File: src/core/rx_status_consts.svh
// Register offsets, port count, reset values and timing counts of the receive-port status bank
`ifndef RX_STATUS_CONSTS_SVH
`define RX_STATUS_CONSTS_SVH

`define NUM_RX_PORTS        4
`define PORT_SEL_W          2

`define ADDR_PORT_SEL       8'h4C
`define ADDR_FREQ_INTEGER   8'h4F
`define ADDR_FREQ_FRACTION  8'h50
`define ADDR_ALARM_FLAGS    8'h51
`define ADDR_VOLTAGE_LEVELS 8'h52
`define ADDR_TEMP_LEVEL     8'h53
`define ADDR_CSI_ERRORS     8'h54
`define ADDR_PARITY_HIGH    8'h55
`define ADDR_PARITY_LOW     8'h56

`define RESET_BYTE          8'h00
`define RESET_WORD          16'h0000
`define WORD_MAX            16'hFFFF

// Frequency window: edges counted over 256 us equal the rate in 1/256 MHz
`define CLK_RATE_MHZ        10
`define FREQ_WINDOW_US      256
`define FREQ_WINDOW_CYCLES  (`FREQ_WINDOW_US * `CLK_RATE_MHZ)
`define FREQ_WIN_CNT_W      12

`endif

File: src/core/rx_status_pkg.sv
// Types shared by the receive-port status bank
package rx_status_pkg;

    typedef struct packed {
        logic       csi_alarm;
        logic       remote_backchannel_alarm;
        logic       link_detect_alarm;
        logic       temperature_alarm;
        logic       remote_voltage1_alarm;
        logic       remote_voltage0_alarm;
    } alarm_flags_t;

    typedef struct packed {
        logic       remote_double_bit_ecc_error;
        logic       remote_checksum_error;
        logic       remote_start_of_transmission_error;
        logic       remote_sync_error;
        logic       remote_control_error;
    } csi_errors_t;

    typedef struct packed {
        alarm_flags_t alarms;
        logic [2:0]   remote_voltage1_sample;
        logic [2:0]   remote_voltage0_sample;
        logic [2:0]   temperature_sample;
        csi_errors_t  csi_errors;
    } remote_status_t;

    typedef struct packed {
        logic [7:0] link_freq_integer_byte;
        logic [7:0] link_freq_fraction_byte;
    } link_freq_t;

endpackage : rx_status_pkg

File: src/core/link_freq_meter.sv
// Measures one serial link's recovered clock rate as 8.8 fixed-point MHz
`timescale 1ns/1ps
`include "rx_status_consts.svh"

module link_freq_meter
    import rx_status_pkg::*;
(
    // Clock and reset
    input  wire logic       mclk,
    input  wire logic       rst_n,
    // Link clock pin, asynchronous to mclk
    input  wire logic       link_clk_pin,
    // Shared window strobe
    input  wire logic       window_end,
    // Measurement
    output link_freq_t      freq_ff
);

    logic       sync1_ff;
    logic       sync2_ff;
    logic       prev_ff;
    logic [15:0] edge_cnt_ff;
    logic       rise;

    // ************************************************
    // Pin synchroniser
    // ************************************************
    always_ff @(posedge mclk) begin
        if (!rst_n) begin
            sync1_ff <= 1'b0;
            sync2_ff <= 1'b0;
            prev_ff  <= 1'b0;
        end else begin
            sync1_ff <= link_clk_pin;
            sync2_ff <= sync1_ff;
            prev_ff  <= sync2_ff;
        end
    end

    assign rise = sync2_ff & ~prev_ff;

    // ************************************************
    // Edge counting over the window
    // ************************************************
    // Saturates rather than wraps so an over-range link never reads as slow
    always_ff @(posedge mclk) begin
        if (!rst_n) begin
            edge_cnt_ff <= `RESET_WORD;
            freq_ff     <= `RESET_WORD;
        end else if (window_end) begin
            freq_ff     <= edge_cnt_ff;
            edge_cnt_ff <= {15'h0000, rise};
        end else if (rise && edge_cnt_ff != `WORD_MAX) begin
            edge_cnt_ff <= edge_cnt_ff + 16'h0001;
        end
    end

endmodule : link_freq_meter

File: src/core/rx_port_remote_status_regs.sv
// Per-receive-port link frequency, remote serializer status and parity count registers
//
// How it works
// - Measure each link's frequency, two read-only bytes
// - Low byte: fraction in 1/256 MHz, reset zero
// - High byte: integer MHz of same measurement
// - Reads return copy of port at 0x4C
// - Sensor status loaded from forward channel automatically
// - Load only when partner is compatible type
// - Status 0: six alarm flags, 7:6 reserved
// - Status 1: voltage samples at 6:4, 2:0
// - Status 2: temperature sample 2:0, rest zero
// - Status 3: five CSI-2 error flags, 7:5 reserved
// - Status fields read-only, reset to zero
// - Parity high byte cleared by low-byte read
`timescale 1ns/1ps
`include "rx_status_consts.svh"

module rx_port_remote_status_regs
    import rx_status_pkg::*;
(
    // Clock and reset
    input  wire logic                          mclk,
    input  wire logic                          rst_n,
    // Register access from the I2C target
    input  wire logic                          reg_wr,
    input  wire logic                          reg_rd,
    input  wire logic [7:0]                    reg_addr,
    input  wire logic [7:0]                    reg_wdata,
    output logic [7:0]                         reg_rdata_ff,
    output logic                               reg_rvalid_ff,
    // Link side, one entry per receive port
    input  wire logic [`NUM_RX_PORTS-1:0]      link_clk_pin,
    input  wire logic [`NUM_RX_PORTS-1:0]      status_valid,
    input  remote_status_t                     status_word [`NUM_RX_PORTS],
    input  wire logic [`NUM_RX_PORTS-1:0]      partner_compatible,
    input  wire logic [`NUM_RX_PORTS-1:0]      parity_error
);

    logic [`PORT_SEL_W-1:0]     port_sel_ff;
    logic [`FREQ_WIN_CNT_W-1:0] win_cnt_ff;
    logic                       window_end;
    link_freq_t                 freq         [`NUM_RX_PORTS];
    alarm_flags_t               alarm_ff     [`NUM_RX_PORTS];
    logic [2:0]                 volt1_ff     [`NUM_RX_PORTS];
    logic [2:0]                 volt0_ff     [`NUM_RX_PORTS];
    logic [2:0]                 temp_ff      [`NUM_RX_PORTS];
    csi_errors_t                csi_err_ff   [`NUM_RX_PORTS];
    logic [15:0]                parity_cnt_ff[`NUM_RX_PORTS];
    logic [`NUM_RX_PORTS-1:0]   status_load;
    logic [`NUM_RX_PORTS-1:0]   parity_clear;
    logic                       low_read;
    link_freq_t                 sel_freq;
    logic [15:0]                sel_parity;
    logic [7:0]                 port_sel_byte;
    logic [7:0]                 alarm_byte;
    logic [7:0]                 voltage_byte;
    logic [7:0]                 temperature_byte;
    logic [7:0]                 csi_error_byte;
    logic [7:0]                 nxt_rdata;

    localparam logic [`FREQ_WIN_CNT_W-1:0] WIN_LAST =
        `FREQ_WIN_CNT_W'(`FREQ_WINDOW_CYCLES - 1);

    // ************************************************
    // Port select
    // ************************************************
    always_ff @(posedge mclk) begin
        if (!rst_n) begin
            port_sel_ff <= '0;
        end else if (reg_wr && reg_addr == `ADDR_PORT_SEL) begin
            port_sel_ff <= reg_wdata[`PORT_SEL_W-1:0];
        end
    end

    // ************************************************
    // Measurement window shared by all ports
    // ************************************************
    always_ff @(posedge mclk) begin
        if (!rst_n) begin
            win_cnt_ff <= '0;
        end else if (window_end) begin
            win_cnt_ff <= '0;
        end else begin
            win_cnt_ff <= win_cnt_ff + 1'b1;
        end
    end

    assign window_end = (win_cnt_ff == WIN_LAST);
    assign low_read   = reg_rd && reg_addr == `ADDR_PARITY_LOW;

    // ************************************************
    // Per-port state
    // ************************************************
    for (genvar p = 0; p < `NUM_RX_PORTS; p++) begin : g_port
        link_freq_meter u_meter (
            .mclk         (mclk),
            .rst_n        (rst_n),
            .link_clk_pin (link_clk_pin[p]),
            .window_end   (window_end),
            .freq_ff      (freq[p])
        );

        // Older partners send no status word; fields keep their last value
        assign status_load[p]  = status_valid[p] && partner_compatible[p];
        // Only the selected port's count is cleared by a low-byte read
        assign parity_clear[p] = low_read && port_sel_ff == `PORT_SEL_W'(p);

        // Each field keeps its last forwarded value between status words
        always_ff @(posedge mclk) begin
            if (!rst_n) begin
                alarm_ff[p] <= '0;
            end else if (status_load[p]) begin
                alarm_ff[p] <= status_word[p].alarms;
            end
        end

        // Both sensor samples arrive in one word and update together
        always_ff @(posedge mclk) begin
            if (!rst_n) begin
                volt1_ff[p] <= '0;
                volt0_ff[p] <= '0;
            end else if (status_load[p]) begin
                volt1_ff[p] <= status_word[p].remote_voltage1_sample;
                volt0_ff[p] <= status_word[p].remote_voltage0_sample;
            end
        end

        always_ff @(posedge mclk) begin
            if (!rst_n) begin
                temp_ff[p] <= '0;
            end else if (status_load[p]) begin
                temp_ff[p] <= status_word[p].temperature_sample;
            end
        end

        // Error flags are a snapshot, not sticky: a clean word clears them
        always_ff @(posedge mclk) begin
            if (!rst_n) begin
                csi_err_ff[p] <= '0;
            end else if (status_load[p]) begin
                csi_err_ff[p] <= status_word[p].csi_errors;
            end
        end

        // Count is kept whole; a pulse in the clearing cycle counts as one
        always_ff @(posedge mclk) begin
            if (!rst_n) begin
                parity_cnt_ff[p] <= `RESET_WORD;
            end else if (parity_clear[p]) begin
                parity_cnt_ff[p] <= {15'h0000, parity_error[p]};
            end else if (parity_error[p] && parity_cnt_ff[p] != `WORD_MAX) begin
                parity_cnt_ff[p] <= parity_cnt_ff[p] + 16'h0001;
            end
        end
    end

    // ************************************************
    // Read mux
    // ************************************************
    // One select index serves every register, so all bytes come from one port
    assign sel_freq   = freq[port_sel_ff];
    assign sel_parity = parity_cnt_ff[port_sel_ff];

    // Reserved bits are tied low here, so no field can leak into them
    assign port_sel_byte    = {{(8-`PORT_SEL_W){1'b0}}, port_sel_ff};
    assign alarm_byte       = {2'b00, alarm_ff[port_sel_ff]};
    assign voltage_byte     = {1'b0, volt1_ff[port_sel_ff],
                               1'b0, volt0_ff[port_sel_ff]};
    assign temperature_byte = {5'h00, temp_ff[port_sel_ff]};
    assign csi_error_byte   = {3'h0, csi_err_ff[port_sel_ff]};

    // ************************************************
    // Read decode
    // ************************************************
    // Unmapped offsets read as zero
    always_comb begin
        nxt_rdata = `RESET_BYTE;
        if (reg_addr == `ADDR_PORT_SEL) begin
            nxt_rdata = port_sel_byte;
        end else if (reg_addr == `ADDR_FREQ_INTEGER) begin
            nxt_rdata = sel_freq.link_freq_integer_byte;
        end else if (reg_addr == `ADDR_FREQ_FRACTION) begin
            nxt_rdata = sel_freq.link_freq_fraction_byte;
        end else if (reg_addr == `ADDR_ALARM_FLAGS) begin
            nxt_rdata = alarm_byte;
        end else if (reg_addr == `ADDR_VOLTAGE_LEVELS) begin
            nxt_rdata = voltage_byte;
        end else if (reg_addr == `ADDR_TEMP_LEVEL) begin
            nxt_rdata = temperature_byte;
        end else if (reg_addr == `ADDR_CSI_ERRORS) begin
            nxt_rdata = csi_error_byte;
        end else if (reg_addr == `ADDR_PARITY_HIGH) begin
            nxt_rdata = sel_parity[15:8];
        end else if (reg_addr == `ADDR_PARITY_LOW) begin
            nxt_rdata = sel_parity[7:0];
        end
    end

    // ************************************************
    // Read response
    // ************************************************
    // Valid is a one-cycle answer to each read strobe
    always_ff @(posedge mclk) begin
        if (!rst_n) begin
            reg_rvalid_ff <= 1'b0;
        end else begin
            reg_rvalid_ff <= reg_rd;
        end
    end

    // Data holds between reads; writes to read-only offsets are ignored
    always_ff @(posedge mclk) begin
        if (!rst_n) begin
            reg_rdata_ff <= `RESET_BYTE;
        end else if (reg_rd) begin
            reg_rdata_ff <= nxt_rdata;
        end
    end

endmodule : rx_port_remote_status_regs

File: config.mk
export PLATFORM = sky130hd
export DESIGN_NAME = rx_port_remote_status_regs
export DESIGN_NICKNAME = d
export VERILOG_FILES = /design/src/core/rx_status_pkg.sv /design/src/core/link_freq_meter.sv /design/src/core/rx_port_remote_status_regs.sv
export VERILOG_INCLUDE_DIRS = /design/src /design/src/core
export SDC_FILE = /design/constraint.sdc
export NUM_CORES = 1
export LEC_CHECK = 0
export BUFFER_PORTS_ARGS = -buffer_cell sky130_fd_sc_hd__buf_2
export CAP_MARGIN = 20
export CORE_MARGIN = 8
export CORE_UTILIZATION = 60
export CTS_BUF_LIST = sky130_fd_sc_hd__clkbuf_16
export CTS_CLUSTER_DIAMETER = 50
export CTS_CLUSTER_SIZE = 16
export DETAILED_ROUTE_END_ITERATION = 16
export PLACE_DENSITY_LB_ADDON = 0.12
export SETUP_SLACK_MARGIN = 0.4
export SLEW_MARGIN = 30
export SYNTH_ARGS = -nofsm -noshare
export SYNTH_HDL_FRONTEND = slang
export SYNTH_SLANG_ARGS = --single-unit
File: constraint.sdc
create_clock -name mclk -period 6.34 [get_ports mclk]
set_input_delay 0.634 -clock mclk [delete_from_list [all_inputs] [get_ports mclk]]
set_output_delay 0.634 -clock mclk [all_outputs]
set_load 0.005 [all_outputs]
==> flow_metrics.env <==
export IMPL_topRoutingLayerUsed="met5"
export IMPL_fp_dieH_um=174
export IMPL_fp_dieW_um=174
export IMPL_insertion_delay_ns=0.51
export IMPL_max_freq_mhz=353
export IMPL_synth_area_per_cell_um2=10.3
export IMPL_cts_clk_slew_worst_paths_ns=0.07
export IMPL_tightest_slew_ns=0.986
export IMPL_cp_start_kind="register"
export IMPL_final_cell_mix="209 x nand2_1, 164 x dfxtp_1, 153 x nor2_1"
export IMPL_period_minus_slack_ns=2.83
export IMPL_critPathBufInv=2
export IMPL_slew_violations=0
export IMPL_synthCells=1449
export IMPL_path_class="register to register"
export IMPL_cap_violations=0
export IMPL_htreeDepth=2
export IMPL_rsz0062_at_grt="false"
export IMPL_cts_tree="yes"
export IMPL_async_flop_share_pct=0
export IMPL_cts_made_buffers=34
export IMPL_cts_resized=0
export IMPL_avgViaCountPerCell=5.90
export IMPL_grt_max_degree=71
export IMPL_final_nets=1665
export IMPL_multi_input_area_um2=6930
export IMPL_synth_edf_count=144
export IMPL_rows=57
export IMPL_cp_required_ns=6.78
export IMPL_dr_pass1_iters=5
export IMPL_initial_utilization_pct=61.3
export IMPL_cts_root_buf="clkbuf_16"
export IMPL_n_antenna_cell=0
export IMPL_cp_arrival_ns=3.27
export IMPL_synth_seq_cells=309
export IMPL_setup_violations=0
export IMPL_yosysSeqAreaShare_pct=51.0
export IMPL_clock_sinks=309
export IMPL_gp_congestion=0.887
export IMPL_drtAntennaViolNets=0
export IMPL_wl_per_cell_um=18.9
export IMPL_wl_met2_um=16800
export IMPL_powerDensity_nw_per_um2=268
export IMPL_die_area_um2=30200
export IMPL_seqCellArea_um2=7630
export IMPL_crit_chain="ha_1, and3_1, nand4_1, buf_4, nand2_2, buf_4, nor2_1"
export IMPL_holdWs_ns=0.334
export IMPL_antenna_found_initial=1
export IMPL_grt_total_usage_pct=23.1
export IMPL_status="complete, no violations"
export IMPL_wl_met1_um=15400
export IMPL_hold_buffers=0
export IMPL_leakage_nw=5.92
export IMPL_wl_um=35800
export IMPL_layout_cells_most_common="nand2_1"
export IMPL_crit_path_frequent_cell="buf_4"
export IMPL_clk_path_buf_depth=3
export IMPL_grt_pass1_wl_um=57000
export IMPL_drt_iter0_drc=971
export IMPL_vdd_drop_max_mv=0.219
export IMPL_slowest_stage="buf_4"
export IMPL_cp_end_kind="register"
export IMPL_io_pins=125
export IMPL_synth_cell_types=64
export IMPL_wl_met3_um=2590
export IMPL_period_share_pct=44.6
export IMPL_synth_area_um2=15000
export IMPL_syn_nets=1574
export IMPL_ys_warn_count=0
export IMPL_syn_to_final_growth_pct=13.3
export IMPL_drc=0
export IMPL_core_area_um2=24400
export IMPL_synth_main_ff_cell="dfxtp_1"
export IMPL_drive_above_1_share_pct=16.0
export IMPL_slowest_delay_ns=0.57
export IMPL_fin_tns_setup_ns=0
export IMPL_fillers=1860
export IMPL_dp_hpwl_um=25100
export IMPL_worst_clock_skew_ns=0.0160
export IMPL_max_slew_margin_pct=33.8
export IMPL_vias=11100
export IMPL_hold_path_class="input port to register"
export IMPL_crit_fanout=70
export IMPL_grt_overflow=0
export IMPL_post_cts_buffers=0
export IMPL_grt_pass1_vias=10800
export IMPL_hold_viol=0
export IMPL_cp_top_family="simple AND/OR/NAND/NOR gates"
export IMPL_numPortBuffers=118
==> worst reg2reg max path, cell delays in order, from the launching register on <==
cell and delay, ns:
dfxtp_1 0.34, ha_1 0.24, and3_1 0.24, nand4_1 0.12
buf_4 0.57, nand2_2 0.63, buf_4 0.44, nor2_1 0.19
==> cell families after synthesis <==
| logic type | share of synthesized area [%] |
|---|---|
| compound gates | 7.85 |
| mux | 8.43 |
| simple gates | 22.2 |
| flops | 51.0 |
| buf+inv | 2.81 |
| xor+xnor | 6.97 |
| fa+ha+maj | 0.753 |
==> power by group <==
part | leakage, nW | internal [mW] | switching, mW
clock network | 0.593 | 1.26 | 0.832
registers | 2.86 | 2.17 | 0.0571
logic | 2.47 | 0.0978 | 0.123
==> worst paths after layout <==
| check | endpoint | depth (start not counted) | startpoint | slack (ns) |
|---|---|---|---|---|
| setup reg to reg | g_port[0].u_meter.edge_cnt_ff[1]$_SDFFE_PP0P_ | 7 | win_cnt_ff[0]$_SDFF_PP0_ | 3.51 |
| hold reg to reg | g_port[3].u_meter.sync2_ff$_SDFF_PN0_ | 1 | g_port[3].u_meter.sync1_ff$_SDFF_PN0_ | 0.44 |
| hold / removal | g_port[2].u_meter.sync1_ff$_SDFF_PN0_ | 2 | link_clk_pin[2] | 0.33 |
| setup / recovery | g_port[0].u_meter.edge_cnt_ff[1]$_SDFFE_PP0P_ | 7 | win_cnt_ff[0]$_SDFF_PP0_ | 3.51 |
==> sequential cells by signal, summed over array words and instances (netlist names), 12 cells and up, named ones only <==
name                        flops
g_port.u_meter.edge_cnt_ff     64
g_port.u_meter.freq_ff         64
parity_cnt_ff                  64
alarm_ff                       24
csi_err_ff                     20
temp_ff                        12
volt0_ff                       12
volt1_ff                       12
win_cnt_ff                     12
==> layout make-up <==
| cell class | instances | share of cell area [%] |
|---|---|---|
| Timing Repair Buffer | 129 | 3.99 |
| Sequential cell | 309 | 45.0 |
| Inverter | 27 | 0.598 |
| Clock buffer | 38 | 5.61 |
| Clock inverter | 23 | 1.52 |
| Multi-Input combinational cell | 1039 | 40.9 |
| Tap cell | 324 | 2.39 |
==> per-stage QoR <==
stage	area, um2	power (mW)	utilization, %	std cells	setup slack [ns]
floorplan	15000	2.38	-	1449	3.97
global placement	15700	2.48	64.5	1828	3.47
detailed placement	15700	2.49	64.5	1828	3.43
CTS	16900	4.57	69.4	1889	3.53
global route	16900	4.68	69.5	1889	3.33
finish	16900	4.54	69.5	1889	3.51
==> cell usage after synthesis (2+ instances only) <==
cell | count | area (um2)
o32ai_1 | 2 | 17.5
o21ai_0 | 22 | 110
mux2i_1 | 9 | 90.1
ha_1 | 9 | 113
edfxtp_1 | 144 | 4320
nor2_1 | 153 | 574
xor2_1 | 48 | 420
nand2b_1 | 7 | 43.8
nor3b_1 | 8 | 60.1
nand3_1 | 63 | 315
a21oi_1 | 19 | 95.1
nor4_1 | 8 | 50.1
or2_2 | 2 | 12.5
nand2_1 | 214 | 803
a211o_1 | 3 | 26.3
or3_1 | 8 | 50.1
mux4_2 | 52 | 1170
nand4_1 | 32 | 200
nand3b_1 | 2 | 15.0
nor2b_1 | 8 | 50.1
o211ai_1 | 10 | 75.1
and2_1 | 97 | 607
nor3_1 | 31 | 155
clkbuf_1 | 43 | 161
xnor2_1 | 71 | 622
a211oi_1 | 12 | 90.1
a21boi_0 | 69 | 518
a41oi_1 | 3 | 26.3
and4_1 | 12 | 105
buf_1 | 2 | 7.51
inv_1 | 26 | 97.6
o21ai_1 | 2 | 10.0
a2111oi_0 | 4 | 35.0
a31oi_1 | 5 | 31.3
buf_2 | 26 | 130
buf_4 | 2 | 15.0
or4_1 | 3 | 22.5
dfxtp_1 | 165 | 3300
and3_1 | 28 | 175
==> routing by layer <==
| metal | up-vias | GRT usage [%] |
|---|---|---|
| met5 | - | 0 |
| met4 | 2 | 7.55 |
| met3 | 74 | 4.60 |
| met2 | 404 | 36.5 |
| met1 | 5341 | 31.5 |
| li1 | 5316 | - |
Note: power is estimated with default switching activity, not from simulation.
